--- config.mk ---
export PLATFORM = sky130hd
export DESIGN_NAME = dmh_host
export DESIGN_NICKNAME = d
export VERILOG_FILES = /design/src/dmh_pkg.sv /design/src/dmh_sync.sv /design/src/dmh_apb.sv /design/src/dmh_host.sv
export SDC_FILE = /design/constraint.sdc
export NUM_CORES = 1
export LEC_CHECK = 0
export BUFFER_PORTS_ARGS = -buffer_cell sky130_fd_sc_hd__buf_2
export CAP_MARGIN = 25
export CORE_ASPECT_RATIO = 2
export CORE_UTILIZATION = 35
export CTS_CLUSTER_SIZE = 40
export DETAILED_ROUTE_END_ITERATION = 16
export PLACE_DENSITY = 0.53
export SYNTH_ARGS = -nofsm -noshare
export SYNTH_HDL_FRONTEND = slang
export SYNTH_SLANG_ARGS = --single-unit
--- constraint.sdc ---
create_clock -name clk -period 3.3 [get_ports clk]
set_clock_uncertainty 0.15 [all_clocks]
set_input_delay 0.825 -clock clk [delete_from_list [all_inputs] [get_ports clk]]
set_output_delay 0.825 -clock clk [all_outputs]
set_load 0.1 [all_outputs]
--- src/dmh_pkg.sv ---
// Shared constants and types for the display module host controller
package dmh_pkg;

   // ---------------------------------------------------------------
   // Register map (APB, byte addresses)
   // ---------------------------------------------------------------
   localparam logic [7:0] ADDR_CTRL   = 8'h00;
   localparam logic [7:0] ADDR_CMD    = 8'h04;
   localparam logic [7:0] ADDR_STATUS = 8'h08;
   localparam logic [7:0] ADDR_RDATA  = 8'h0C;

   // CTRL fields
   localparam int CTRL_STYLE_LSB = 0;
   localparam int CTRL_WIDE_BIT  = 2;
   localparam logic [31:0] CTRL_RESET = 32'h0000_0004;

   // CMD fields: data[7:0], select bit 8, read bit 9
   localparam int CMD_SEL_BIT  = 8;
   localparam int CMD_READ_BIT = 9;

   // STATUS fields
   localparam int ST_BUSY_BIT  = 0;
   localparam int ST_READY_BIT = 1;
   localparam int ST_DONE_BIT  = 2;

   // Serial start byte: five ones, direction, select, zero
   localparam logic [4:0] START_ONES = 5'h1F;

   // ---------------------------------------------------------------
   // Timing
   // ---------------------------------------------------------------
   localparam int CLK_NS       = 100;
   localparam int PHASE_NS     = 300;
   localparam int PHASE_CYC    = (PHASE_NS + CLK_NS - 1) / CLK_NS;
   localparam int GAP_US       = 1;
   localparam int GAP_CYC      = (GAP_US * 1000 + CLK_NS - 1) / CLK_NS;
   localparam int PWRUP_MS     = 100;
   localparam int PWRUP_CYC    = PWRUP_MS * 1000000 / CLK_NS;
   localparam int CNT_W        = 20;

   // ---------------------------------------------------------------
   // Types
   // ---------------------------------------------------------------
   typedef enum logic [1:0] {
      DMH_STYLE_ENABLE,
      DMH_STYLE_STROBES,
      DMH_STYLE_SERIAL,
      DMH_STYLE_RSVD
   } dmh_style_t;

   typedef struct packed {
      logic [7:0] bus_out;
      logic [7:0] bus_oe_n;
      logic       cmd_or_data_select;
      logic       enable;
      logic       rw_level;
      logic       wr_n;
      logic       rd_n;
      logic       frame_select_n;
      logic       sck;
      logic       sio_out;
      logic       sio_oe_n;
   } dmh_pins_t;

   typedef struct packed {
      logic [7:0] data;
      logic       sel;
      logic       rd;
   } dmh_req_t;

endpackage

--- src/dmh_sync.sv ---
// Two-flop synchroniser for pin inputs
`timescale 1ns/10ps
module dmh_sync #(
   parameter int W = 1
) (
   input  wire logic         clk,
   input  wire logic         resetn,
   input  wire logic [W-1:0] d,
   output logic      [W-1:0] q
);
   typedef struct packed {
      logic [W-1:0] s1;
      logic [W-1:0] s2;
   } dmh_sync_st_t;

   dmh_sync_st_t st;
   dmh_sync_st_t next_st;

   always_comb begin
      next_st    = st;
      next_st.s1 = d;
      next_st.s2 = st.s1;
   end

   always_ff @(posedge clk or negedge resetn) begin
      if (!resetn) begin
         st <= '0;
      end else begin
         st <= next_st;
      end
   end

   assign q = st.s2;
endmodule // dmh_sync

--- src/dmh_apb.sv ---
// APB slave holding the controller's own registers
`timescale 1ns/10ps
module dmh_apb (
   input  wire logic        clk,
   input  wire logic        resetn,
   input  wire logic        psel,
   input  wire logic        penable,
   input  wire logic        pwrite,
   input  wire logic [7:0]  paddr,
   input  wire logic [31:0] pwdata,
   output logic      [31:0] prdata,
   output logic             pready,
   output logic             pslverr,
   output logic [31:0]      ctrl,
   output logic             req_valid,
   output dmh_pkg::dmh_req_t req,
   input  wire logic        busy,
   input  wire logic        pwr_ready,
   input  wire logic        done,
   input  wire logic [7:0]  rdata
);
   typedef struct packed {
      logic [31:0]        ctrl;
      logic               req_valid;
      dmh_pkg::dmh_req_t  req;
      logic               done;
      logic [31:0]        prdata;
      logic               pready;
      logic               pslverr;
   } dmh_apb_st_t;

   dmh_apb_st_t st;
   dmh_apb_st_t next_st;
   logic        acc;

   // ---------------------------------------------------------------
   // Decode
   // ---------------------------------------------------------------
   always_comb begin
      next_st           = st;
      acc               = psel && penable && !st.pready;
      next_st.pready    = acc;
      next_st.pslverr   = 1'b0;
      next_st.req_valid = 1'b0;
      // Set wins over a status-read clear on the done flag; an accepted command write clears it even then
      if (done) begin
         next_st.done = 1'b1;
      end
      if (acc) begin
         next_st.prdata = 32'h0000_0000;
         case (paddr)
            dmh_pkg::ADDR_CTRL: begin
               if (pwrite) begin
                  next_st.ctrl = {29'h0000_0000, pwdata[2:0]};
               end
               next_st.prdata = st.ctrl;
            end
            dmh_pkg::ADDR_CMD: begin
               // Writes while busy are refused
               if (pwrite && !busy && pwr_ready) begin
                  next_st.req_valid = 1'b1;
                  next_st.req.data  = pwdata[7:0];
                  next_st.req.sel   = pwdata[dmh_pkg::CMD_SEL_BIT];
                  next_st.req.rd    = pwdata[dmh_pkg::CMD_READ_BIT];
                  next_st.done      = 1'b0;
               end else if (pwrite) begin
                  next_st.pslverr = 1'b1;
               end
            end
            dmh_pkg::ADDR_STATUS: begin
               next_st.prdata = {29'h0000_0000, st.done, pwr_ready, busy};
               if (!pwrite && !done) begin
                  next_st.done = 1'b0;
               end
            end
            dmh_pkg::ADDR_RDATA: begin
               next_st.prdata = {24'h00_0000, rdata};
            end
            default: begin
               next_st.pslverr = 1'b1;
            end
         endcase
      end
   end

   always_ff @(posedge clk or negedge resetn) begin
      if (!resetn) begin
         st      <= '0;
         st.ctrl <= dmh_pkg::CTRL_RESET;
      end else begin
         st <= next_st;
      end
   end

   assign prdata    = st.prdata;
   assign pready    = st.pready;
   assign pslverr   = st.pslverr;
   assign ctrl      = st.ctrl;
   assign req_valid = st.req_valid;
   assign req       = st.req;
endmodule // dmh_apb

--- src/dmh_host.sv ---
// Host controller driving the character display module pins
// ---------------------------------------------------------------
// ---------------------------------------------------------------
//
// The APB register port and the register addresses are this design's own decisions.
`timescale 1ns/10ps
module dmh_host #(
   parameter int PWRUP_CYCLES = dmh_pkg::PWRUP_CYC
) (
   input  wire logic         clk,
   input  wire logic         resetn,
   input  wire logic         psel,
   input  wire logic         penable,
   input  wire logic         pwrite,
   input  wire logic [7:0]   paddr,
   input  wire logic [31:0]  pwdata,
   output logic      [31:0]  prdata,
   output logic              pready,
   output logic              pslverr,
   input  wire logic [7:0]   parallel_bus_in,
   input  wire logic         sio_in,
   output dmh_pkg::dmh_pins_t pins
);
   typedef enum {
      S_PWRUP, S_IDLE, S_SETUP, S_HI, S_LO, S_GAP, S_SBIT_LO, S_SBIT_HI,
      S_CLOSE
   } dmh_state_t;

   typedef struct packed {
      dmh_state_t         state;
      logic [dmh_pkg::CNT_W-1:0] cnt;
      logic               nib_hi;
      logic               second;
      logic [2:0]         bitn;
      logic [7:0]         shift;
      logic [7:0]         rdata;
      logic               busy;
      logic               pwr_ready;
      logic               done;
      logic               rd;
      logic [1:0]         style;
      logic               wide;
      dmh_pkg::dmh_pins_t pins;
   } dmh_host_st_t;

   dmh_host_st_t      st;
   dmh_host_st_t      next_st;
   logic [31:0]       ctrl;
   logic              req_valid;
   dmh_pkg::dmh_req_t req;
   logic [8:0]        sync_q;
   logic              phase_end;

   // ---------------------------------------------------------------
   // Register block and input synchronisers
   // ---------------------------------------------------------------
   dmh_apb u_apb (
      .clk       (clk),
      .resetn    (resetn),
      .psel      (psel),
      .penable   (penable),
      .pwrite    (pwrite),
      .paddr     (paddr),
      .pwdata    (pwdata),
      .prdata    (prdata),
      .pready    (pready),
      .pslverr   (pslverr),
      .ctrl      (ctrl),
      .req_valid (req_valid),
      .req       (req),
      .busy      (st.busy),
      .pwr_ready (st.pwr_ready),
      .done      (st.done),
      .rdata     (st.rdata)
   );

   // Bus and serial line come from the module's clock-free domain
   dmh_sync #(.W(9)) u_sync (
      .clk    (clk),
      .resetn (resetn),
      .d      ({sio_in, parallel_bus_in}),
      .q      (sync_q)
   );

   function automatic logic [7:0] start_byte(input logic rd,
                                             input logic sel);
      start_byte = {dmh_pkg::START_ONES, rd, sel, 1'b0};
   endfunction

   // Parallel lane image; nibble mode puts halves on upper lanes
   function automatic logic [7:0] lane_val(input logic wide,
                                           input logic hi,
                                           input logic [7:0] d);
      if (wide) begin
         lane_val = d;
      end else if (hi) begin
         lane_val = {d[7:4], 4'h0};
      end else begin
         lane_val = {d[3:0], 4'h0};
      end
   endfunction

   assign phase_end = (st.cnt == dmh_pkg::CNT_W'(dmh_pkg::PHASE_CYC - 1));

   // ---------------------------------------------------------------
   // Sequencer
   // ---------------------------------------------------------------
   always_comb begin
      next_st      = st;
      next_st.done = 1'b0;
      next_st.cnt  = st.cnt + 1'b1;
      case (st.state)
         S_PWRUP: begin
            // Module holds itself in reset after power-up
            if (st.cnt == dmh_pkg::CNT_W'(PWRUP_CYCLES - 1)) begin
               next_st.pwr_ready = 1'b1;
               next_st.state     = S_IDLE;
            end
         end
         S_IDLE: begin
            next_st.cnt = '0;
            // Style latched per transfer, never from a command
            next_st.style = ctrl[1:0];
            next_st.wide  = ctrl[dmh_pkg::CTRL_WIDE_BIT];
            if (req_valid) begin
               next_st.busy   = 1'b1;
               next_st.rd     = req.rd;
               next_st.nib_hi = 1'b1;
               next_st.second = 1'b0;
               next_st.bitn   = 3'd7;
               next_st.pins.cmd_or_data_select = req.sel;
               next_st.pins.rw_level = req.rd;
               if (ctrl[1:0] == 2'(dmh_pkg::DMH_STYLE_SERIAL)) begin
                  next_st.shift = start_byte(req.rd, req.sel);
                  next_st.rdata = req.data;
                  next_st.pins.frame_select_n = 1'b0;
                  next_st.state = S_SBIT_LO;
               end else begin
                  next_st.shift = req.data;
                  next_st.state = S_SETUP;
               end
            end
         end
         S_SETUP: begin
            if (!st.rd) begin
               next_st.pins.bus_out  = lane_val(st.wide, st.nib_hi, st.shift);
               next_st.pins.bus_oe_n = 8'h00;
            end
            if (phase_end) begin
               next_st.cnt = '0;
               if (st.style == 2'(dmh_pkg::DMH_STYLE_ENABLE)) begin
                  next_st.pins.enable = 1'b1;
               end else if (st.rd) begin
                  next_st.pins.rd_n = 1'b0;
               end else begin
                  next_st.pins.wr_n = 1'b0;
               end
               next_st.state = S_HI;
            end
         end
         S_HI: begin
            if (phase_end) begin
               next_st.cnt = '0;
               if (st.rd) begin
                  // Sample before releasing; device drives while active
                  if (st.wide) begin
                     next_st.rdata = sync_q[7:0];
                  end else if (st.nib_hi) begin
                     next_st.rdata[7:4] = sync_q[7:4];
                  end else begin
                     next_st.rdata[3:0] = sync_q[7:4];
                  end
               end
               next_st.pins.enable = 1'b0;
               next_st.pins.wr_n   = 1'b1;
               next_st.pins.rd_n   = 1'b1;
               next_st.state       = S_LO;
            end
         end
         S_LO: begin
            if (phase_end) begin
               next_st.cnt           = '0;
               next_st.pins.bus_oe_n = 8'hFF;
               if (!st.wide && st.nib_hi) begin
                  next_st.nib_hi = 1'b0;
                  next_st.state  = S_SETUP;
               end else begin
                  next_st.done  = 1'b1;
                  next_st.busy  = 1'b0;
                  next_st.state = S_IDLE;
               end
            end
         end
         S_SBIT_LO: begin
            // Data changes while clock low; device samples on rise
            if (!(st.second && st.rd)) begin
               next_st.pins.sio_out  = st.shift[st.bitn];
               next_st.pins.sio_oe_n = 1'b0;
            end else begin
               next_st.pins.sio_oe_n = 1'b1;
            end
            if (phase_end) begin
               next_st.cnt      = '0;
               next_st.pins.sck = 1'b1;
               next_st.state    = S_SBIT_HI;
            end
         end
         S_SBIT_HI: begin
            if (phase_end) begin
               next_st.cnt = '0;
               if (st.second && st.rd) begin
                  // Device drives after falling edge; read late in phase
                  next_st.shift[st.bitn] = sync_q[8];
               end
               next_st.pins.sck = 1'b0;
               next_st.bitn     = st.bitn - 3'd1;
               if (st.bitn == 3'd0 && st.rd) begin
                  // Device takes the line after this fall; let go now
                  next_st.pins.sio_oe_n = 1'b1;
               end
               if (st.bitn == 3'd0) begin
                  next_st.state = st.second ? S_CLOSE : S_GAP;
               end else begin
                  next_st.state = S_SBIT_LO;
               end
            end
         end
         S_GAP: begin
            if (st.cnt == dmh_pkg::CNT_W'(dmh_pkg::GAP_CYC - 1)) begin
               next_st.cnt    = '0;
               next_st.second = 1'b1;
               next_st.shift  = st.rd ? 8'h00 : st.rdata;
               next_st.state  = S_SBIT_LO;
            end
         end
         S_CLOSE: begin
            next_st.pins.sio_oe_n = 1'b1;
            if (phase_end) begin
               next_st.pins.frame_select_n = 1'b1;
               if (st.rd) begin
                  next_st.rdata = st.shift;
               end
               next_st.done  = 1'b1;
               next_st.busy  = 1'b0;
               next_st.state = S_IDLE;
            end
         end
         default: begin
            next_st.state = S_IDLE;
         end
      endcase
   end

   always_ff @(posedge clk or negedge resetn) begin
      if (!resetn) begin
         st                     <= '0;
         st.state               <= S_PWRUP;
         st.pins.bus_oe_n       <= 8'hFF;
         st.pins.wr_n           <= 1'b1;
         st.pins.rd_n           <= 1'b1;
         st.pins.frame_select_n <= 1'b1;
         st.pins.sio_oe_n       <= 1'b1;
      end else begin
         st <= next_st;
      end
   end

   assign pins = st.pins;
endmodule // dmh_host

==> run metrics, run 1 <==
CP startpoint kind=flop; CP max stage delay=0.49 ns; final core utilization=0.392; gr ovfl total=0; Rel. slew slack=0.556; multiplexer share of the synthesized area=0.0730; Post-CTS Resized=0; worst path arrival time=2.99 ns; synth unique cells=57; Clock Path Buffers=2; syn_area_per_cell=9.66 um2; Top FF cell, synth=dfrtp_1; Placement Cell Area=0.00608 mm2; Syn-to-layout area delta=9.34%; Layout Nets=692; Max Fanout on Critical Path=5; post-route minimum period=2.91 ns; min-delay worst type=flop to flop; DR DRC count=0; area of the multi-input gates=0.00253 mm2; initial core utilization=0.358; Detail Route Antenna Nets=0; Num CTS Buffers=9; Worst R2R Start=st[53]; initial antenna violation count=0; crit-path cells=ha_1, nand2_1, or3_1, nor4_1, nor2_1, a311oi_1, mux2_2; gr usage total=0.187; I/O pin total=113; GP Congestion=0.925; worst path buffer plus inverter count=0; Worst Hold Launch=u_sync.next_st[4]; wire per inst=17.8 um; Core Box Area=0.0163 mm2; Worst VDD drop=0.211 mV; CP Capture Type=flop; Synth area leader=dfrtp_1; fmax=344 MHz; commonest cells in the netlist=106 x dfrtp_1, 89 x nand2_1, 57 x buf_4, 50 x nor2_1, 32 x o21ai_0; Clock Pin Slew Worst Setup and Hold Paths=0.07 ns; Post-synth EDFFs=0; Max stage delay cell, worst path=a311oi_1; Cells after Synth=603; outcome=finished clean; routed vias=4441; # diodes=0; fraction of layout cells with a size suffix above 1=0.210; IO Port Bufs=66; Post-CTS Setup Inserts=0; final setup fails=0; YS warnings=0; FILL cells=1640; Crit Path Category=flop to flop; fin crit share=0.880; synth top area cells=dfrtp_1 46%, buf_4 7.3%, nand2_1 5.7%, mux2_2 5.4%, nor2_1 3.2%; first-pass GRT wire length=23.9 mm; clk root buf=clkbuf_16; drt initial violations=212; # hold bufs at CTS=0; Worst Hold Path Cells=0; Slew Viols, Final=0; number of cells on the critical path=7; main combinational cell family by area after synthesis=simple AND/OR/NAND/NOR gates; Setup TNS=0 ns; Synth Area in Compound Gates=0.125; Pre-antenna DRT Iters=5; Die W=93.2 um; Synth Area in Adders=0.0107; die area=0.0172 mm2; Hold Path End=u_sync.q[4]; number of global-route vias before repair=4536; TritonCTS Sinks=112; PwrDens=419 mW/mm2; clock latency on the worst-skew pair=0.36 ns; R2R cell count=7; mapped cell area=0.00583 mm2; most common cell in the synthesized netlist=dfrtp_1; final hold violation count=0; LEAKAGE=3.05 nW; FF+latch area=0.00281 mm2; design area=0.00637 mm2; area share of the largest cell type after synthesis=0.455; Post-Route WL=15.0 mm; Post-DP HPWL=11.7 mm; Chip Height=184 um; worst-margin pin slew=0.659 ns; FP Rows=66; CP top delay family=simple AND/OR/NAND/NOR gates; reg2reg end=st[74]; FFs w/ async S/R, synth=1.00; CTS tree=yes; r2r setup slk=0.39 ns; MaxCap Viol Count=0; Synth Area in XOR/XNOR=0.0286; Worst Slack Setup Final=0.395 ns; CTS H-tree lvls=3; unrepaired setup endpoints after global routing=false; Synth Register Bits=112; pre-CTS setup slack=0.418 ns; Simple-Gate Fraction of Synth Area=0.180; Req. time, crit path=3.39 ns; largest net degree at the start of global routing=50; register area share after synthesis=0.482; vias per cell=5.28
-- where the power goes --
part | switching (mW) | total, mW | internal (mW)
Sequential | 0.00532 | 1.39 | 1.39
Combinational | 0.174 | 0.197 | 0.0226
Clock | 0.481 | 1.08 | 0.602
Total | 0.661 | 2.67 | 2.01
-- cell families after synthesis --
logic type      after synthesis
compound gates              106
xor+xnor                     19
fa+ha+maj                     5
buf+inv                      94
flops                       112
mux                          39
other cells                   1
simple gates                227
-- worst max path at each step --
stage,to,slack [ns],start
3_3_place_gp,st[74],0.41,st[55]
2_1_floorplan,st[74],0.62,st[55]
6_report,st[74],0.39,st[53]
3_5_place_dp,st[75],0.42,st[55]
5_1_grt,st[35],0.25,st[55]
4_1_cts,st[74],0.41,st[55]
-- metrics by stage --
stage,total power [mW],std cells,hold slack [ns]
after floorplan,1.58,626,0.181
after detailed placement,1.62,826,0.186
final,2.67,841,0.198
after global routing,2.76,841,0.209
after global placement,1.61,826,0.186
after CTS,2.70,841,0.201
-- cells in the final DEF (no fill, tap or decap), drive strengths merged, types with 2 or more instances in the layout --
cell type | netlist | layout
a22oi | 6 | 6
nor2b | 7 | 7
dfrtp | 106 | 106
nor3 | 12 | 12
xnor2 | 6 | 6
a31oi | 5 | 5
nand2 | 89 | 89
o21ai | 32 | 32
ha | 5 | 5
dfstp | 6 | 6
and3 | 4 | 4
a222oi | 3 | 3
o22ai | 3 | 3
nor2 | 50 | 50
inv | 9 | 9
or3 | 2 | 2
or4 | 5 | 5
mux2i | 11 | 11
buf | 64 | 80
o211ai | 6 | 6
a311oi | 3 | 3
clkbuf | 20 | 11
o31ai | 8 | 8
nand3 | 27 | 27
a221o | 5 | 5
a22o | 9 | 9
nand2b | 11 | 11
conb | 1 | 24
mux2 | 28 | 28
a211oi | 2 | 2
xor2 | 13 | 13
clkinv | 1 | 4
nor4 | 6 | 6
nand4 | 7 | 7
a21oi | 15 | 15
-- layer usage --
metal  up-vias  wire (um)  track usage
met4         0        815        0.130
met3        36        455       0.0297
met5         -          0            0
met1      2190       5100        0.177
li1       2080          -            -
met2       135       8610        0.355
-- area by class of cell --
cell class / count / share of cell area
repair buffers: 80 / 0.0707
well taps: 204 / 0.0401
flip-flops and latches: 112 / 0.441
clock inverters: 4 / 0.00707
inverters: 10 / 0.00589
multi-input cells: 420 / 0.397
clock buffers: 11 / 0.0381
-- state kept, by name (all words and copies together) (netlist names) --
name,cells
u_apb.req_valid,1
u_sync.next_st,9
u_apb.pslverr,1
u_apb.req,10
st,51
u_apb.prdata,8
u_apb.st,1
u_sync.q,9
u_apb.ctrl,3
pins,18
u_apb.pready,1
(Power assumes the default switching activity.)
==> run 2, diff against run 1 <==
--- a/config.mk
+++ b/config.mk
@@ -11,7 +11,7 @@
 export CORE_UTILIZATION = 35
 export CTS_CLUSTER_SIZE = 40
 export DETAILED_ROUTE_END_ITERATION = 16
-export PLACE_DENSITY = 0.53
+export PLACE_DENSITY = 0.55
 export SYNTH_ARGS = -nofsm -noshare
 export SYNTH_HDL_FRONTEND = slang
 export SYNTH_SLANG_ARGS = --single-unit
==> constraint.sdc (replaced) <==
create_clock -name clk -period 2.4 [get_ports clk]
set_clock_uncertainty 0.15 [all_clocks]
set_input_delay 0.6 -clock clk [delete_from_list [all_inputs] [get_ports clk]]
set_output_delay 0.6 -clock clk [all_outputs]
set_load 0.1 [all_outputs]
==> run 2 against run 1 <==
Effect of this change: design area grew 12%; clock power rose by 44%; maximum frequency grew 17%; non-clock buffer count is 73 higher; first-iteration DRC count fell by 30%; die area unchanged; sequential share of layout area shrank 4.7 points; critical endpoint is now st[75]; sequential power up 37%; power up 40%; setup slack got worse by 0.47 ns; count of clock-buffer cells in the layout decreased by 2; the run now ends with setup timing left; global-route usage is 1.8 points higher.
==> run metrics, run 2 (synthesized netlist as in run 1, its figures left out) <==
Clock Pin Slew Worst Setup and Hold Paths=0.08 ns; Post-Route WL=16.4 mm; fin crit share=1.03; LEAKAGE=3.47 nW; min-delay worst type=primary input to async pin; FP Rows=66; number of global-route vias before repair=4993; first-pass GRT wire length=26.0 mm; gr ovfl total=0; die area=0.0172 mm2; Detail Route Antenna Nets=0; routed vias=4737; final setup fails=15; Rel. slew slack=0.617; final core utilization=0.439; CTS tree=yes; unrepaired setup endpoints after global routing=true; commonest non-fill, non-tap cell in the layout=dfrtp_1; CP Capture Type=flop; worst path arrival time=2.58 ns; clk root buf=clkbuf_16; initial antenna violation count=0; Slew Viols, Final=0; Worst Slack Setup Final=-0.0759 ns; GP Congestion=0.923; Worst VDD drop=0.418 mV; failing checks=setup timing; flip-flop count of the largest register after layout=51; initial core utilization=0.358; clock latency on the worst-skew pair=0.36 ns; Req. time, crit path=2.50 ns; fraction of layout cells with a size suffix above 1=0.326; DP Cell Count=888; I/O pin total=113; Finished Layout Cells=915; final hold violation count=0; Die W=93.2 um; IO Port Bufs=66; Crit Path Category=flop to flop; Max Fanout on Critical Path=6; MaxCap Viol Count=0; Core Box Area=0.0163 mm2; Placement Cell Area=0.00657 mm2; Layout Nets=765; wire per inst=17.9 um; post-route minimum period=2.48 ns; # diodes=0; Clock Path Buffers=2; TritonCTS Sinks=112; drt initial violations=148; vias per cell=5.18; Pre-antenna DRT Iters=4; gr usage total=0.205; outcome=finished with violations; Largest Register=st; Post-DP HPWL=12.8 mm; CP startpoint kind=flop; CTS H-tree lvls=3; pre-CTS setup slack=-0.355 ns; PwrDens=524 mW/mm2; DR DRC count=0; Power, Total=3.74 mW; design area=0.00714 mm2; fmax=404 MHz; Syn-to-layout area delta=22.5%; Num CTS Buffers=9; most frequent cells in the layout=104 x dfrtp_1, 87 x nand2_1, 81 x buf_4; Chip Height=184 um; worst-margin pin slew=0.575 ns; largest net degree at the start of global routing=60
[run 2: path summary, 6_finish.rpt]
kind                                        start           endpoint  slack (ns)  cells past startpoint
worst max-delay path                       st[72]             st[75]       -0.08                      5
max in group asynchronous                  resetn            pins[3]        1.38                      2
worst max register to register             st[72]             st[75]       -0.08                      5
min in group clk                           sio_in  u_sync.next_st[8]        0.19                      1
worst min-delay path                       resetn             st[51]        0.01                      1
worst min register to register  u_sync.next_st[3]        u_sync.q[3]        0.20                      0
[run 2: layout make-up]
| class | instances | area (um2) |
|---|---|---|
| multi-input cells | 420 | 2700 |
| well taps | 204 | 255 |
| clock inverters | 7 | 77.6 |
| flip-flops and latches | 112 | 2810 |
| fillers | 1612 | 9130 |
| repair buffers | 153 | 1030 |
| clock buffers | 9 | 225 |
| inverters | 10 | 37.5 |
[run 2: metrics by stage]
stage	TNS [ns]	hold WS (ns)
floorplan	-2.68	0.154
global placement	-5.22	0.183
detailed placement	-6.00	0.186
CTS	-0.990	0.0176
global route	-2.41	0.0451
finish	-0.774	0.0121
[run 2: critical path, cell delays in order, from the launching register on]
cell and delay (ns):
dfrtp_1 0.39, or4_4 0.58, or4_4 0.48, a311oi_2 0.28
buf_4 0.19, mux2_4 0.30
[run 2: per-layer routing]
metal	track usage	wire (um)
met1	0.183	5350
met2	0.392	9410
met4	0.159	1260
met5	0	0
met3	0.0326	406
[run 2: what timing repair did]
action,4_1_cts,5_1_grt
buffers inserted,6,3
cloned,0,2
gates resized for setup,13,33
hold buffers,0,0
setup endpoints to repair,43,43
pin swaps,4,9
endpoints found under the hold margin,0,0
[run 2: power breakdown]
part / switching (mW) / total [mW] / leakage, nW / internal, mW
Combinational: 0.239 / 0.270 / 1.83 / 0.0318
Sequential: 0.00789 / 1.91 / 1.48 / 1.90
Clock: 0.732 / 1.56 / 0.152 / 0.824
Total: 0.978 / 3.74 / 3.47 / 2.76
==> run 3, diff against run 2 <==
--- a/config.mk
+++ b/config.mk
@@ -5,13 +5,14 @@
 export SDC_FILE = /design/constraint.sdc
 export NUM_CORES = 1
 export LEC_CHECK = 0
+export ABC_AREA = 1
 export BUFFER_PORTS_ARGS = -buffer_cell sky130_fd_sc_hd__buf_2
 export CAP_MARGIN = 25
 export CORE_ASPECT_RATIO = 2
 export CORE_UTILIZATION = 35
 export CTS_CLUSTER_SIZE = 40
 export DETAILED_ROUTE_END_ITERATION = 16
-export PLACE_DENSITY = 0.55
+export PLACE_DENSITY = 0.54
 export SYNTH_ARGS = -nofsm -noshare
 export SYNTH_HDL_FRONTEND = slang
 export SYNTH_SLANG_ARGS = --single-unit
==> run 3 against run 2 <==
Effect of this change: the flow now finishes without violations; register-to-register slack better by 0.35 ns; via count is 7.8% higher; critical path depth is 4 lower; design area is 2.0% lower; die area is 8.7% higher; flip-flop and latch count stayed put; utilization is 4.6 points lower; sequential power hardly changed; critical path type is now flop to output pin; critical endpoint is now pins[15].
==> run metrics, run 3 <==
outcome=finished clean; Req. time, crit path=1.65 ns; Clock Path Buffers=2; fmax=466 MHz; Cells after Synth=797; flip-flop count of the largest register after layout=51; Setup TNS=0 ns; CP max stage delay=0.59 ns; CTS tree=yes; Post-synth EDFFs=0; Switching Fraction=0.250; Finished Layout Cells=1064; final setup fails=0; MaxCap Viol Count=0; hold slack final=0.00665 ns; initial core utilization=0.357; reg2reg end=st[75]; Top FF cell, synth=dfrtp_1; gr usage total=0.189; vias per cell=4.80; # diodes=0; commonest non-fill, non-tap cell in the layout=nand2_1; Layout Nets=905; PwrDens=550 mW/mm2; Synth Register Bits=112; Crit Path Category=flop to output pin; Pre-antenna DRT Iters=5; Setup crit start=pins[15]; Post-DP HPWL=13.7 mm; Clock Pin Slew Worst Setup and Hold Paths=0.07 ns; DP Cell Count=1048; number of cells on the critical path=1; FFs w/ async S/R, synth=1.00; r2r setup slk=0.27 ns; R2R cell count=12; gr ovfl total=0; worst path buffer plus inverter count=1; Worst R2R Start=st[53]; Largest Register=st; CP startpoint kind=flop; CP top delay family=flip-flops; initial antenna violation count=0; YS warnings=0; Worst VDD drop=0.457 mV; CTS H-tree lvls=3; clock power share=0.431; TritonCTS Sinks=112; IO Port Bufs=66; GP Congestion=0.921; Max Fanout on Critical Path=9; most common cell in the synthesized netlist=nand2_1; Chip Height=192 um; syn_area_per_cell=7.96 um2; Comb power frac=0.073; synth unique cells=47; wire per inst=16.1 um; worst-margin pin slew=0.677 ns; Metal-1 WL=5.79 mm; Top Metal Used=met4; post-route minimum period=2.14 ns; crit-path cells=buf_2; Rel. slew slack=0.544; fin crit share=0.894; largest net degree at the start of global routing=48; first-pass GRT wire length=26.8 mm; WL met3=423 um; met2 routed WL=10.1 mm; commonest cells in the netlist=213 x nand2_1, 106 x dfrtp_1, 69 x inv_1, 64 x nand3_1, 64 x nor2_1; Max stage delay cell, worst path=dfstp_2; register area share after synthesis=0.443; mapped cell area=0.00634 mm2; Post-CTS Resized=0; Core Box Area=0.0178 mm2; Num CTS Buffers=9; Post-Route WL=17.1 mm; Slew Viols, Final=0; Pint=2.89 mW; final hold violation count=0; unrepaired setup endpoints after global routing=false; min-delay worst type=primary input to async pin; area share of the largest cell type after synthesis=0.418; clock latency on the worst-skew pair=0.36 ns; Worst Setup EP=pins[15]; synth top area cells=dfrtp_1 42%, nand2_1 13%, buf_4 7.1%, nand3_1 5.1%, inv_1 4.1%; final core utilization=0.393; I/O pin total=113; CP Capture Type=output pin; die area=0.0187 mm2; FP Rows=69; drt initial violations=255; DR DRC count=0; LEAKAGE=3.66 nW; number of global-route vias before repair=5046; clk root buf=clkbuf_16; Die W=97.2 um; sw power=0.963 mW; routed vias=5105; Detail Route Antenna Nets=0; fraction of layout cells with a size suffix above 1=0.209; Synth area leader=dfrtp_1; Power, Total=3.85 mW; most frequent cells in the layout=213 x nand2_1, 106 x dfrtp_1, 69 x inv_1; # hold bufs at CTS=0; worst path arrival time=1.39 ns; Post-CTS Setup Inserts=0; Flop pwr share=0.496; Syn-to-layout area delta=10.3%
## run 3: cell count changes after synthesis, moves of 15 or more
cell / previous run / this run
nand2_1: 89 / 213
inv_1: 9 / 69
nand3_1: 27 / 64
mux2_2: 28 / 0
inv_2: 0 / 19
clkbuf_1: 20 / 3
o21ai_1: 0 / 15
## run 3: cell families (layout without fill, tap and decap cells)
group                    after synthesis  after routing  synth area share
adder cells (fa/ha/maj)                5              5           0.00987
buffers and inverters                156            187             0.132
other                                  1             24          0.000591
AND/OR/NAND/NOR                      415            415             0.312
flip-flops                           112            112             0.443
XOR/XNOR                              10             10            0.0138
AO/OA/AOI/OAI                         98             98            0.0884
## run 3: final cells by class
cell class,instances,area [um2]
Inverter,90,340
Sequential cell,112,2810
Fill cell,1843,10800
Timing Repair Buffer,81,470
Clock buffer,10,239
Tap cell,213,267
Clock inverter,6,91.3
Multi-Input combinational cell,552,2780
## run 3: power groups by stage
stage / clock (mW) / sequential, mW / combinational (mW)
global route: 1.77 / 1.91 / 0.299
finish: 1.66 / 1.91 / 0.280
CTS: 1.71 / 1.91 / 0.285
floorplan: 0 / 1.96 / 0.215
detailed placement: 0 / 1.95 / 0.285
global placement: 0 / 1.95 / 0.284
## run 3: through the flow
step	cell area [um2]	worst slack [ns]
after floorplan	6430	0.464
after global placement	6670	0.272
after detailed placement	6670	0.249
after CTS	7000	0.234
after global routing	7000	0.125
final	7000	0.256
## run 3: worst min path at each step
stage	endpoint	depth (start not counted)	start	slack [ns]
global placement	u_sync.q[6]	0	u_sync.next_st[6]	0.18
global route	st[46]	1	resetn	0.02
detailed placement	u_sync.q[2]	0	u_sync.next_st[2]	0.18
CTS	st[46]	1	resetn	0.008
floorplan	pins[17]	0	resetn	0.15
finish	u_apb.req[6]	1	resetn	0.007
## run 3: metal layers
metal  up-vias  track usage
met1      2388        0.169
li1       2569            -
met2       113        0.393
met3        35       0.0243
met4         0        0.106
met5         -            0
